### config.mk
export PLATFORM = sky130hd
export DESIGN_NAME = acs_conv_seq
export DESIGN_NICKNAME = d
export VERILOG_FILES = /design/src/logic/acs_pkg.sv /design/src/logic/acs_conv_seq.sv /design/src/logic/acs_sar_engine.sv /design/src/logic/acs_sync3.sv
export SDC_FILE = /design/constraint.sdc
export NUM_CORES = 1
export LEC_CHECK = 0
export BUFFER_PORTS_ARGS = -buffer_cell sky130_fd_sc_hd__buf_2
export CORE_ASPECT_RATIO = 1.75
export CORE_MARGIN = 1.5
export CORE_UTILIZATION = 40
export DETAILED_ROUTE_END_ITERATION = 16
export PLACE_DENSITY_LB_ADDON = 0.08
export SLEW_MARGIN = 20
export SYNTH_ARGS = -nofsm -noshare
export SYNTH_HDL_FRONTEND = slang
export SYNTH_HIERARCHICAL = 1
export SYNTH_SLANG_ARGS = --single-unit
### constraint.sdc
create_clock -name sys_clk -period 3.3 [get_ports sys_clk]
set_input_delay 0 -clock sys_clk [delete_from_list [all_inputs] [get_ports sys_clk]]
set_output_delay 0 -clock sys_clk [all_outputs]
set_load 0.05 [all_outputs]
### src/logic/acs_pkg.sv
package acs_pkg;

  // register byte offsets on the bus
  localparam logic [5:0] OFS_SC1 = 6'h00;
  localparam logic [5:0] OFS_SC2 = 6'h04;
  localparam logic [5:0] OFS_CFG = 6'h08;
  localparam logic [5:0] OFS_RES_HIGH = 6'h0c;
  localparam logic [5:0] OFS_RES_LOW = 6'h10;
  localparam logic [5:0] OFS_CV_HIGH = 6'h14;
  localparam logic [5:0] OFS_CV_LOW = 6'h18;
  localparam logic [5:0] OFS_IRQ_STAT = 6'h1c;
  localparam logic [5:0] OFS_IRQ_EN = 6'h20;
  localparam logic [5:0] OFS_IRQ_CLR = 6'h24;

  // status_control_one fields
  localparam int unsigned SC1_CH_LSB = 0;
  localparam int unsigned CH_W = 5;
  localparam int unsigned SC1_CONT_BIT = 5;
  localparam int unsigned SC1_CONVERSION_IRQ_ENABLE_BIT = 6;
  localparam int unsigned SC1_DONE_BIT = 7;
  localparam logic [4:0] CH_IDLE = 5'h1f;

  // status_control_two fields
  localparam int unsigned SC2_CMP_GE_BIT = 4;
  localparam int unsigned SC2_CMP_EN_BIT = 5;

  // converter_config_reg fields
  localparam int unsigned CFG_ACLK_BIT = 0;
  localparam int unsigned CFG_MODE_LSB = 2;
  localparam int unsigned CFG_LSMP_BIT = 4;
  localparam int unsigned CFG_LPC_BIT = 7;
  localparam logic [1:0] MODE_8 = 2'h0;
  localparam logic [1:0] MODE_12 = 2'h1;
  localparam logic [1:0] MODE_10 = 2'h2;

  // reset values
  localparam logic [7:0] SC1_RST = 8'h1f;
  localparam logic [7:0] SC2_RST = 8'h00;
  localparam logic [7:0] CFG_RST = 8'h00;
  localparam logic [11:0] RES_RST = 12'h000;
  localparam logic [11:0] CV_RST = 12'h000;

  // interrupt status bits
  localparam int unsigned IRQ_W = 2;
  localparam int unsigned IRQ_DONE_BIT = 0;
  localparam int unsigned IRQ_DROP_BIT = 1;

  // sample phase, tenths of a conversion-clock cycle, then in half cycles
  localparam int unsigned SAMPLE_SHORT_X10 = 35;
  localparam int unsigned SAMPLE_LONG_X10 = 235;
  localparam logic [5:0] SAMPLE_SHORT_HALF = 6'((SAMPLE_SHORT_X10 * 2) / 10);
  localparam logic [5:0] SAMPLE_LONG_HALF = 6'((SAMPLE_LONG_X10 * 2) / 10);
  localparam logic [5:0] SYNC_HALF = 6'h04;

  typedef struct packed {
    logic lpc;
    logic lsmp;
    logic [1:0] mode;
    logic aclk;
  } acs_cfg_t;

  typedef struct packed {
    logic conversion_irq_enable;
    logic cont;
    logic [4:0] ch;
  } acs_sc1_t;

  function automatic logic [3:0] acs_res_bits(input logic [1:0] mode);
    acs_res_bits = (mode == MODE_12) ? 4'hc : (mode == MODE_10) ? 4'ha : 4'h8;
  endfunction

endpackage

### src/logic/acs_conv_seq.sv
`timescale 1ns/10ps
// Notes on behaviour
// - a conversion completes when its result lands in both result registers, setting the done flag then.
// - when the done flag sets while the conversion interrupt enable is high, an interrupt is raised.
// - in 12 or 10 bit mode, after a high-result read and before the low-result read, a new result is dropped and the flag is not set.
// - a single conversion with compare on and the compare false just stops the converter, blocking or not.
// - otherwise a blocked transfer starts another conversion, single or continuous.
// - a write to status_control_one aborts and restarts, unless the channel field is all ones.
// - a write to status_control_two, the config or a compare value aborts the conversion as a mode change.
// - reset, or stop entry without the async conversion clock enabled, aborts the conversion.
// - an abort other than reset leaves the result registers as they were.
// - reset returns both result registers to their reset values.
// - the converter idles until started, and the async clock generator runs only with a conversion.
// - the low power bit reduces power and lowers the conversion clock rate.
// - sampling lasts 3.5 conversion clocks when short, 23.5 when long.
// - sampling begins on activation, then the input is released and approximation runs.
module acs_conv_seq import acs_pkg::*; #(
  parameter int unsigned HALF_DIV = 4
) (
  input wire logic sys_clk,
  input wire logic rst,
  input wire logic wb_cyc_i,
  input wire logic wb_stb_i,
  input wire logic wb_we_i,
  input wire logic [5:0] wb_adr_i,
  input wire logic [3:0] wb_sel_i,
  input wire logic [31:0] wb_dat_i,
  output logic [31:0] wb_dat_o,
  output logic wb_ack_o,
  output logic irq_o,
  input wire logic stop_req,
  input wire logic afe_cmp_hi,
  output logic [4:0] afe_channel,
  output logic afe_sample,
  output logic [11:0] afe_trial,
  output logic aclk_gen_en,
  output logic low_power_en
);
  acs_sc1_t sc1_reg;
  logic [7:0] sc2_reg;
  acs_cfg_t cfg_reg;
  logic [11:0] cv_reg;
  logic [11:0] res_reg;
  logic done_flag_reg;
  logic lock_reg;
  logic [IRQ_W-1:0] irq_stat_reg;
  logic [IRQ_W-1:0] irq_en_reg;

  logic acc;
  logic wr;
  logic rd;
  logic wr_sc1;
  logic wr_mode;
  logic rd_high;
  logic rd_low;
  logic stop_sync;
  logic cmp_sync;
  logic stop_abort;
  logic eng_start;
  logic eng_abort;
  logic eng_busy;
  logic eng_sampling;
  logic eng_done;
  logic eng_done_ok;
  logic [11:0] eng_trial;
  logic [11:0] eng_result;
  logic cmp_en;
  logic cmp_true;
  logic cmp_fail;
  logic blocked;
  logic xfer;
  logic rerun;
  logic [IRQ_W-1:0] irq_evt;

  // access completes on the edge where ack is seen high
  assign acc = wb_cyc_i && wb_stb_i && wb_ack_o;
  assign wr = acc && wb_we_i && wb_sel_i[0];
  assign rd = acc && !wb_we_i;
  assign wr_sc1 = wr && wb_adr_i == OFS_SC1;
  assign wr_mode = wr && (wb_adr_i == OFS_SC2 || wb_adr_i == OFS_CFG ||
                          wb_adr_i == OFS_CV_HIGH || wb_adr_i == OFS_CV_LOW);
  assign rd_high = rd && wb_adr_i == OFS_RES_HIGH;
  assign rd_low = rd && wb_adr_i == OFS_RES_LOW;

  assign stop_abort = stop_sync && !cfg_reg.aclk;
  // every write to status_control_one, status_control_two, the config or a compare value aborts; only a real channel code restarts the engine
  assign eng_abort = wr_mode || wr_sc1 || stop_abort;
  // a write landing with the final edge wins: its result is discarded
  assign eng_done_ok = eng_done && !eng_abort && !wr_sc1;

  assign cmp_en = sc2_reg[SC2_CMP_EN_BIT];
  assign cmp_true = sc2_reg[SC2_CMP_GE_BIT] ? (eng_result >= cv_reg) : (eng_result < cv_reg);
  assign cmp_fail = cmp_en && !cmp_true;
  assign blocked = lock_reg && cfg_reg.mode != MODE_8;
  assign xfer = eng_done_ok && !cmp_fail && !blocked;
  // a failed compare in single mode ends here, ahead of any blocking
  assign rerun = eng_done_ok && (cmp_fail ? sc1_reg.cont : (blocked || sc1_reg.cont));
  assign eng_start = (wr_sc1 && wb_dat_i[SC1_CH_LSB +: CH_W] != CH_IDLE) ||
                     (rerun && !stop_abort);

  assign irq_evt[IRQ_DONE_BIT] = xfer && sc1_reg.conversion_irq_enable;
  assign irq_evt[IRQ_DROP_BIT] = eng_done_ok && blocked && !cmp_fail;

  acs_sync3 u_stop_sync (
    .sys_clk(sys_clk),
    .rst(rst),
    .din(stop_req),
    .dout(stop_sync)
  );

  acs_sync3 u_cmp_sync (
    .sys_clk(sys_clk),
    .rst(rst),
    .din(afe_cmp_hi),
    .dout(cmp_sync)
  );

  acs_sar_engine #(
    .HALF_DIV(HALF_DIV)
  ) u_engine (
    .sys_clk(sys_clk),
    .rst(rst),
    .start(eng_start),
    .abort(eng_abort),
    .cfg(cfg_reg),
    .cmp_hi(cmp_sync),
    .busy(eng_busy),
    .sampling(eng_sampling),
    .trial(eng_trial),
    .done(eng_done),
    .result(eng_result)
  );

  // bus answer: ack one cycle after the request, unmapped reads give zero
  always_ff @(posedge sys_clk) begin
    if (rst) begin
      wb_ack_o <= 1'b0;
      wb_dat_o <= 32'h0000_0000;
    end else begin
      wb_ack_o <= wb_cyc_i && wb_stb_i && !wb_ack_o;
      wb_dat_o <= 32'h0000_0000;
      if (wb_cyc_i && wb_stb_i && !wb_ack_o && !wb_we_i) begin
        unique case (wb_adr_i)
          OFS_SC1: wb_dat_o <= 32'({done_flag_reg, sc1_reg});
          // busy shows in the top bit, compare controls keep their places
          OFS_SC2: wb_dat_o <= 32'({eng_busy, sc2_reg[6:0]});
          OFS_CFG: wb_dat_o <= 32'({cfg_reg.lpc, 2'h0, cfg_reg.lsmp, cfg_reg.mode, 1'b0,
                                    cfg_reg.aclk});
          OFS_RES_HIGH: wb_dat_o <= 32'(res_reg[11:8]);
          OFS_RES_LOW: wb_dat_o <= 32'(res_reg[7:0]);
          OFS_CV_HIGH: wb_dat_o <= 32'(cv_reg[11:8]);
          OFS_CV_LOW: wb_dat_o <= 32'(cv_reg[7:0]);
          OFS_IRQ_STAT: wb_dat_o <= 32'(irq_stat_reg);
          OFS_IRQ_EN: wb_dat_o <= 32'(irq_en_reg);
          default: wb_dat_o <= 32'h0000_0000;
        endcase
      end
    end
  end

  always_ff @(posedge sys_clk) begin
    if (rst) begin
      sc1_reg <= acs_sc1_t'(SC1_RST[6:0]);
      sc2_reg <= SC2_RST;
      cfg_reg <= acs_cfg_t'({CFG_RST[7], CFG_RST[4:2], CFG_RST[0]});
      cv_reg <= CV_RST;
      irq_en_reg <= '0;
    end else if (wr) begin
      unique case (wb_adr_i)
        OFS_SC1: sc1_reg <= acs_sc1_t'(wb_dat_i[6:0]);
        OFS_SC2: sc2_reg <= {2'h0, wb_dat_i[5:4], 4'h0};
        OFS_CFG: cfg_reg <= acs_cfg_t'({wb_dat_i[CFG_LPC_BIT], wb_dat_i[CFG_LSMP_BIT],
                                        wb_dat_i[CFG_MODE_LSB +: 2], wb_dat_i[CFG_ACLK_BIT]});
        OFS_CV_HIGH: cv_reg[11:8] <= wb_dat_i[3:0];
        OFS_CV_LOW: cv_reg[7:0] <= wb_dat_i[7:0];
        OFS_IRQ_EN: irq_en_reg <= wb_dat_i[IRQ_W-1:0];
        default: begin
        end
      endcase
    end
  end

  // results change only on a completed transfer, so aborts keep old data
  always_ff @(posedge sys_clk) begin
    if (rst) begin
      res_reg <= RES_RST;
    end else if (xfer) begin
      res_reg <= eng_result;
    end
  end

  // hardware set wins over the clear in the same cycle
  always_ff @(posedge sys_clk) begin
    if (rst) begin
      done_flag_reg <= 1'b0;
    end else if (xfer) begin
      done_flag_reg <= 1'b1;
    end else if (rd_low || wr_sc1) begin
      done_flag_reg <= 1'b0;
    end
  end

  always_ff @(posedge sys_clk) begin
    if (rst) begin
      lock_reg <= 1'b0;
    end else if (rd_low || wr_sc1) begin
      lock_reg <= 1'b0;
    end else if (rd_high && cfg_reg.mode != MODE_8) begin
      lock_reg <= 1'b1;
    end
  end

  always_ff @(posedge sys_clk) begin
    if (rst) begin
      irq_stat_reg <= '0;
    end else begin
      irq_stat_reg <= irq_evt |
        (irq_stat_reg & ~((wr && wb_adr_i == OFS_IRQ_CLR) ? wb_dat_i[IRQ_W-1:0] : '0));
    end
  end

  always_ff @(posedge sys_clk) begin
    if (rst) begin
      irq_o <= 1'b0;
      afe_channel <= CH_IDLE;
      afe_sample <= 1'b0;
      afe_trial <= 12'h000;
      aclk_gen_en <= 1'b0;
      low_power_en <= 1'b0;
    end else begin
      irq_o <= |(irq_stat_reg & irq_en_reg);
      afe_channel <= sc1_reg.ch;
      afe_sample <= eng_sampling;
      afe_trial <= eng_trial;
      aclk_gen_en <= eng_busy && cfg_reg.aclk;
      low_power_en <= eng_busy && cfg_reg.lpc;
    end
  end
endmodule

### src/logic/acs_sar_engine.sv
`timescale 1ns/10ps
module acs_sar_engine import acs_pkg::*; #(
  parameter int unsigned HALF_DIV = 4
) (
  input wire logic sys_clk,
  input wire logic rst,
  input wire logic start,
  input wire logic abort,
  input wire acs_cfg_t cfg,
  input wire logic cmp_hi,
  output logic busy,
  output logic sampling,
  output logic [11:0] trial,
  output logic done,
  output logic [11:0] result
);
  typedef enum logic [1:0] {ST_IDLE, ST_SAMPLE, ST_CONV, ST_SYNC} acs_eng_t;

  acs_eng_t state_reg;
  logic [7:0] div_reg;
  logic [7:0] div_lim;
  logic half_tick;
  logic [5:0] cnt_reg;
  logic [5:0] samp_half;
  logic [3:0] bit_reg;
  logic phase_reg;
  logic [15:0] samp_cyc_reg;

  // low power halves the conversion clock rate
  assign div_lim = cfg.lpc ? 8'(2 * HALF_DIV) : 8'(HALF_DIV);
  assign half_tick = (div_reg == div_lim - 8'h01);
  assign samp_half = cfg.lsmp ? SAMPLE_LONG_HALF : SAMPLE_SHORT_HALF;

  always_ff @(posedge sys_clk) begin
    if (rst || start || half_tick) begin
      div_reg <= 8'h00;
    end else begin
      div_reg <= div_reg + 8'h01;
    end
  end

  always_ff @(posedge sys_clk) begin
    if (rst) begin
      state_reg <= ST_IDLE;
      cnt_reg <= 6'h00;
      bit_reg <= 4'h0;
      phase_reg <= 1'b0;
      trial <= 12'h000;
      result <= RES_RST;
      done <= 1'b0;
      busy <= 1'b0;
      sampling <= 1'b0;
    end else begin
      done <= 1'b0;
      if (start) begin
        state_reg <= ST_SAMPLE;
        cnt_reg <= 6'h00;
        trial <= 12'h000;
        busy <= 1'b1;
        sampling <= 1'b1;
      end else if (abort) begin
        state_reg <= ST_IDLE;
        trial <= 12'h000;
        busy <= 1'b0;
        sampling <= 1'b0;
      end else if (half_tick) begin
        unique case (state_reg)
          ST_IDLE: begin
          end
          ST_SAMPLE: begin
            cnt_reg <= cnt_reg + 6'h01;
            if (cnt_reg == samp_half - 6'h01) begin
              // input is released on the same edge that drives the first trial
              state_reg <= ST_CONV;
              sampling <= 1'b0;
              bit_reg <= acs_res_bits(cfg.mode) - 4'h1;
              trial[acs_res_bits(cfg.mode) - 4'h1] <= 1'b1;
              phase_reg <= 1'b0;
            end
          end
          ST_CONV: begin
            phase_reg <= ~phase_reg;
            if (phase_reg) begin
              if (!cmp_hi) begin
                trial[bit_reg] <= 1'b0;
              end
              if (bit_reg == 4'h0) begin
                state_reg <= ST_SYNC;
                cnt_reg <= 6'h00;
              end else begin
                bit_reg <= bit_reg - 4'h1;
                trial[bit_reg - 4'h1] <= 1'b1;
              end
            end
          end
          ST_SYNC: begin
            cnt_reg <= cnt_reg + 6'h01;
            if (cnt_reg == SYNC_HALF - 6'h01) begin
              state_reg <= ST_IDLE;
              result <= trial;
              done <= 1'b1;
              busy <= 1'b0;
            end
          end
        endcase
      end
    end
  end

  always_ff @(posedge sys_clk) begin
    if (rst || start) begin
      samp_cyc_reg <= 16'h0000;
    end else if (sampling) begin
      samp_cyc_reg <= samp_cyc_reg + 16'h0001;
    end
  end
endmodule

### src/logic/acs_sync3.sv
`timescale 1ns/10ps
module acs_sync3 (
  input wire logic sys_clk,
  input wire logic rst,
  input wire logic din,
  output logic dout
);
  logic s1_reg;
  logic s2_reg;
  logic s3_reg;

  // a change is only accepted once the last two stages agree
  always_ff @(posedge sys_clk) begin
    if (rst) begin
      s1_reg <= 1'b0;
      s2_reg <= 1'b0;
      s3_reg <= 1'b0;
      dout <= 1'b0;
    end else begin
      s1_reg <= din;
      s2_reg <= s1_reg;
      s3_reg <= s2_reg;
      if (s2_reg == s3_reg) begin
        dout <= s3_reg;
      end
    end
  end
endmodule

# --- After elaboration in Yosys (flattened, before gate mapping) ---
# Index checks and enable logic that the tools add are counted.
op_classes:
  n_addsub: 6
  n_lt_le_gt_ge: 8
  eq_ne: 29
  muxes: 54
  bitwise: 14
  n_reduce_logical: 85
ops:
  columns: ["cell", "count"]
  rows:
  - ["$mux 12", 10]
  - ["$pmux 8 s9", 1]
  - ["$logic_and 1x1->1", 31]
  - ["$eq 6x5->1 const B", 4]
  - ["$or 12x12->12", 2]
  - ["$pmux 12 s2", 1]
  - ["$mux 1", 21]
  - ["$mux 4", 5]
  - ["$mux 6", 3]
  - ["$reduce_bool 3->1", 6]
  - ["$ne 4x2->1 const B", 4]
  - ["$lt 4x5->1 const B", 3]
  - ["$reduce_and 5->1", 3]
  - ["$and 12x12->12", 1]
  - ["$demux 1 s4", 3]
  - ["$eq 6x4->1 const B", 2]
  - ["$eq 6x6->1 const B", 2]
  - ["$ge 12x12->1", 1]
  - ["$ge 4x1->1 const B", 3]
  - ["$lt 12x12->1", 1]
  - ["$mux 2", 6]
  - ["$not 12->12", 1]
  - ["$pmux 6 s2", 1]
  - ["$reduce_and 2->1", 6]
  - ["35 further kinds", 75]
totals:
  register_bits: 154
  in_bits: 49
  word_cells: 238

# --- Depth between registers and ports, before layout ---
depth:
  word_depth: 19
  mapped_depth: 15
  depth_no_buf: 13

# --- By module ---
# Netlist, hierarchy kept.
by_module_without_submodules:
  columns: ["module", "n_inst", "cells_each", "area_each_um2"]
  rows:
  - ["acs_conv_seq", 1, 387, 3499.6]
  - ["acs_sar_engine", 1, 302, 2636.3]
  - ["acs_sync3", 2, 10, 112.6]

# --- Worst setup path after synthesis ---
# No wires, ideal clock.
synth_timing:
  kind: "register to register"
  start: "reg cv_reg[11]"
  end: "reg u_engine.result[4]"
  t_arrival_ns: 3.308
  t_required_ns: 3.172
  slack_ns: -0.136
  path_stages_with_launch: 16
  synth_period_minus_slack_ns: 3.436
  path_cell_list: "dfxtp_1 > inv_1 > ha_1 > nand2_2 > nor4_4 > o21ai_1 > a211o_1 > nand4b_1 > nand2_1 > or4_1 > nor3_1 > and3_1 > clkbuf_1 > buf_2 > mux2i_1 > nor2_1"
synth_between:
  elab_chain_len: 10
synth_lines:
  columns: ["element", "line", "source"]
  rows:
  - ["from (decl)", "acs_conv_seq.sv:42", "logic [11:0] cv_reg;"]
  - ["from (signal assigned)", "acs_conv_seq.sv:174", "OFS_CV_HIGH: cv_reg[11:8] <= wb_dat_i[3:0];"]
  - ["$lt 12x12->1 / $ge 12x12->1 (equally long branches)", "acs_conv_seq.sv:92", "assign cmp_true = sc2_reg[SC2_CMP_GE_BIT] ? (eng_result >= cv_reg) : (eng_result < cv_reg);"]
  - ["$mux 1 (*)", "acs_conv_seq.sv:92", null]
  - ["$logic_not 1->1 (*)", "acs_conv_seq.sv:93", "assign cmp_fail = cmp_en && !cmp_true;"]
  - ["$logic_and 1x1->1 (*)", "acs_conv_seq.sv:93", null]
  - ["$mux 1 (*)", "acs_conv_seq.sv:97", "assign rerun = eng_done_ok && (cmp_fail ? sc1_reg.cont : (blocked || sc1_reg.cont));"]
  - ["$logic_and 1x1->1 (*)", "acs_conv_seq.sv:97", null]
  - ["$logic_and 1x1->1 (*)", "acs_conv_seq.sv:99", "(rerun && !stop_abort);"]
  - ["$logic_or 1x1->1 (*)", "acs_conv_seq.sv:98", "assign eng_start = (wr_sc1 && wb_dat_i[SC1_CH_LSB +: CH_W] != CH_IDLE) ||"]
  - ["named net eng_start", "acs_conv_seq.sv:59", "logic eng_start;"]
  - ["$not 1->1 (no line) (*)", null, null]
  - ["$reduce_and 5->1 (no line) (*)", null, null]
  - ["to (signal assigned)", "acs_sar_engine.sv:100", "result <= trial;"]
  - ["to (decl)", "acs_sar_engine.sv:15", "output logic [11:0] result"]
# Mark *: on every way through the listed nets, which the timed path passes. The rest lies on a longest branch.
# A chain may end at the register's enable or synchronous reset.

# --- Worst setup path in the final report ---
layout_timing:
  start: "reg cv_reg[5]"
  end: "reg u_engine.bit_reg[3]"
layout_between:
  elab_chain_len: 10
layout_lines:
  columns: ["element", "line", "source"]
  rows:
  - ["from (signal assigned)", "acs_conv_seq.sv:175", "OFS_CV_LOW: cv_reg[7:0] <= wb_dat_i[7:0];"]
  - ["$lt 12x12->1 / $ge 12x12->1 (equally long branches)", "acs_conv_seq.sv:92", null]
  - ["$mux 1 (*)", "acs_conv_seq.sv:92", null]
  - ["$logic_not 1->1 (*)", "acs_conv_seq.sv:93", null]
  - ["$logic_and 1x1->1 (*)", "acs_conv_seq.sv:93", null]
  - ["$mux 1 (*)", "acs_conv_seq.sv:97", null]
  - ["$logic_and 1x1->1 (*)", "acs_conv_seq.sv:97", null]
  - ["$logic_and 1x1->1 (*)", "acs_conv_seq.sv:99", null]
  - ["$logic_or 1x1->1 (*)", "acs_conv_seq.sv:98", null]
  - ["named net eng_start", "acs_conv_seq.sv:59", null]
  - ["$not 1->1 (no line) (*)", null, null]
  - ["$reduce_and 7->1 (no line) (*)", null, null]
  - ["to (signal assigned)", "acs_sar_engine.sv:76", "bit_reg <= acs_res_bits(cfg.mode) - 4'h1;"]
  - ["to (signal assigned)", "acs_sar_engine.sv:91", "bit_reg <= bit_reg - 4'h1;"]
  - ["to (decl)", "acs_sar_engine.sv:25", "logic [3:0] bit_reg;"]
# Marks and branches as above.

==> reports/results.ini <==
[cts]
cts_tree=done
cts_root_buffer=clkbuf_16
cts_inserted_buffers=17
clockBufferDepth=2
cts.sinks=130
htree_levels=4
clk_latency_ps=430
path_clk_slew_ps=60

[floorplan]
core-area_mm2=0.0155
num_rows=60
chipHeight_um=170
start_util=0.411
io_pins=103
fp.dieW_um=98.3
dieArea_mm2=0.0167

[route]
drt_iter0_drc=214
vias_per_cell=5.39
ant_nets=0
dr.pass1.iters=7
route.vias.total=5363
wl_um=17500
route.detailed.drc=0
post_drt_wl_per_cell_um=17.5

[worst_hold_path]
hold_class=primary input to flip-flop

[setup_path]
crit_path_cell_trace=inv_1 -> ha_4 -> nand2_4 -> nor4_4 -> o21ai_1 -> a211o_1 -> nand4b_1 -> nand2_1 -> or4_4 -> nor3_4 -> buf_6 -> o2111ai_4 -> or2_2 -> a21oi_1
startpoint_type=flip-flop
max_stage_delay_ps=530
worst-path-max-fanout=5
cp_data_arrival_time_ps=3570
endpoint_kind=flip-flop
path_class=flip-flop to flip-flop
crit_path_top_delay_cell=or4_4
rrSetupSlack_ps=80
cp.required_ps=3650

[place]
place.port_buffers=51
post_dp_cell_area_mm2=0.00687
routabilityCongestion=0.894
pre_cts_slack_ps=24.4
dp_cells=946
place_hpwl_um=13000

[sta]
period_share=0.975
hold_viol=0
slew_violations=0
whs_ps=72.9
tns_ps=0
fin_crit_ps=3220
fin_ws_ps=83.8
fmax_mhz=311
max_slew_margin=0.366
skew_ps=13.1
worst_pin_slew_ps=947
rsz0062_at_grt=yes
setup_viol=0

[power]
pwr-share-seq=0.415
p_per_area_mw_per_mm2=488
p_int_mw=2.92
combPwrFrac=0.048
clkPwrFrac=0.537
peakVddDrop_uv=331
swShare=0.234
report.power.total_mw=3.81
power.switching_mw=0.893
p_leak_nw=3.02

[finish]
final_cells=995
stdcell_area_mm2=0.00782
finalNetCount=874
synthToLayoutAreaGrowth_pct=22.9
num_antenna_cells=0
fin_util=0.505
drive_above_1_share=0.220

[grt]
antenna_found_initial=0
grt_max_degree=80
grt_use_total=0.209
grt_pass1_wl_um=27300
grt_pass1_vias=5432
grt_overflow=0

[yosys]
async_flop_share=0
netlist_area_mm2=0.00636
synth_area_leaders=dfxtp_1 (41%), mux2i_1 (7.2%), ha_1 (5.7%)
synth_edf_count=0
yosysSeqAreaShare=0.409
synthTopCellsByCount=dfxtp_1 (130), nor2_1 (70), nand2_1 (61)
synthFlopType=dfxtp_1
ys_types=69
synthCells=709
yosysMostFrequentCell=dfxtp_1
synth_top_area_cell=dfxtp_1
syn_avg_cell_area_um2=8.97
synth.top_cell.area_share=0.409
synth_seq_cells=130
yosysWarnings=6

[job]
maxCapViolations=0

[run_status]
status=completed

## placed cells by master, fill, tap and decap left out, types with 5 or more instances in the layout
master	instances
nand2_1	58
a22oi_1	12
ha_1	25
or2_2	11
o211ai_1	6
and3_1	8
buf_4	35
dlygate4sd3_1	12
a21oi_1	26
nor2b_1	25
a31oi_1	12
nand3_1	14
inv_1	25
nor3_1	9
nor2_1	69
o31ai_1	8
nand2b_1	37
o21ai_0	13
buf_2	51
clkbuf_16	18
nand3b_1	7
mux2i_1	46
dfxtp_1	124
conb_1	24
dfxtp_2	5
o311ai_0	5
## per-layer routing
metal | vias to the layer above | global-route usage | share of wire
li1 | 2613 | - | -
met1 | 2555 | 0.195 | 0.36
met2 | 155 | 0.418 | 0.56
met3 | 40 | 0.0341 | 0.033
met4 | 0 | 0.117 | 0.046
met5 | - | 0 | 0
## what timing repair did
item,4_1_cts,5_1_grt
hold endpoints to repair,31,0
buffers inserted,0,4
setup endpoints to repair,0,17
hold buffers,12,0
gates resized for setup,0,30
## power by group through the flow
| stage | Clock, mW | Sequential [mW] | Combinational (mW) |
|---|---|---|---|
| 6_report | 2.05 | 1.58 | 0.184 |
| 2_1_floorplan | 0 | 1.62 | 0.141 |
| 5_1_grt | 2.14 | 1.58 | 0.196 |
| 4_1_cts | 2.08 | 1.58 | 0.180 |
| 3_3_place_gp | 0 | 1.62 | 0.168 |
| 3_5_place_dp | 0 | 1.62 | 0.169 |
## path summary, 6_finish.rpt
check,from,end,cells past startpoint
setup / recovery,cv_reg[5],u_engine/bit_reg[3],14
hold reg to reg,u_cmp_sync/s1_reg,u_cmp_sync/s2_reg,1
setup reg to reg,cv_reg[5],u_engine/bit_reg[3],14
hold / removal,wb_we_i,lock_reg,4
## logic make-up after synthesis
group	Yosys count	share of synthesized area
other cells	1	0.000590
buf+inv	83	0.0686
mux	50	0.0795
compound gates	131	0.145
xor+xnor	8	0.0110
flops	130	0.409
simple gates	277	0.229
fa+ha+maj	29	0.0570
## area by class of cell
| class | count | area (um^2) |
|---|---|---|
| Clock inverter | 14 | 203 |
| Tap cell | 186 | 233 |
| Clock buffer | 18 | 439 |
| Inverter | 26 | 97.6 |
| Fill cell | 1497 | 7650 |
| Timing Repair Buffer | 102 | 706 |
| Multi-Input combinational cell | 519 | 3530 |
| Sequential cell | 130 | 2610 |
## critical path, delay by kind of cell (launching register included)
family | cells | cell delay [ps]
AND/OR/NAND/NOR | 7 | 1660
AO/OA/AOI/OAI | 4 | 690
flip-flops | 1 | 330
adder cells (fa/ha/maj) | 1 | 280
buffers and inverters | 2 | 190
No activity file was read; power rests on OpenSTA's default activity.
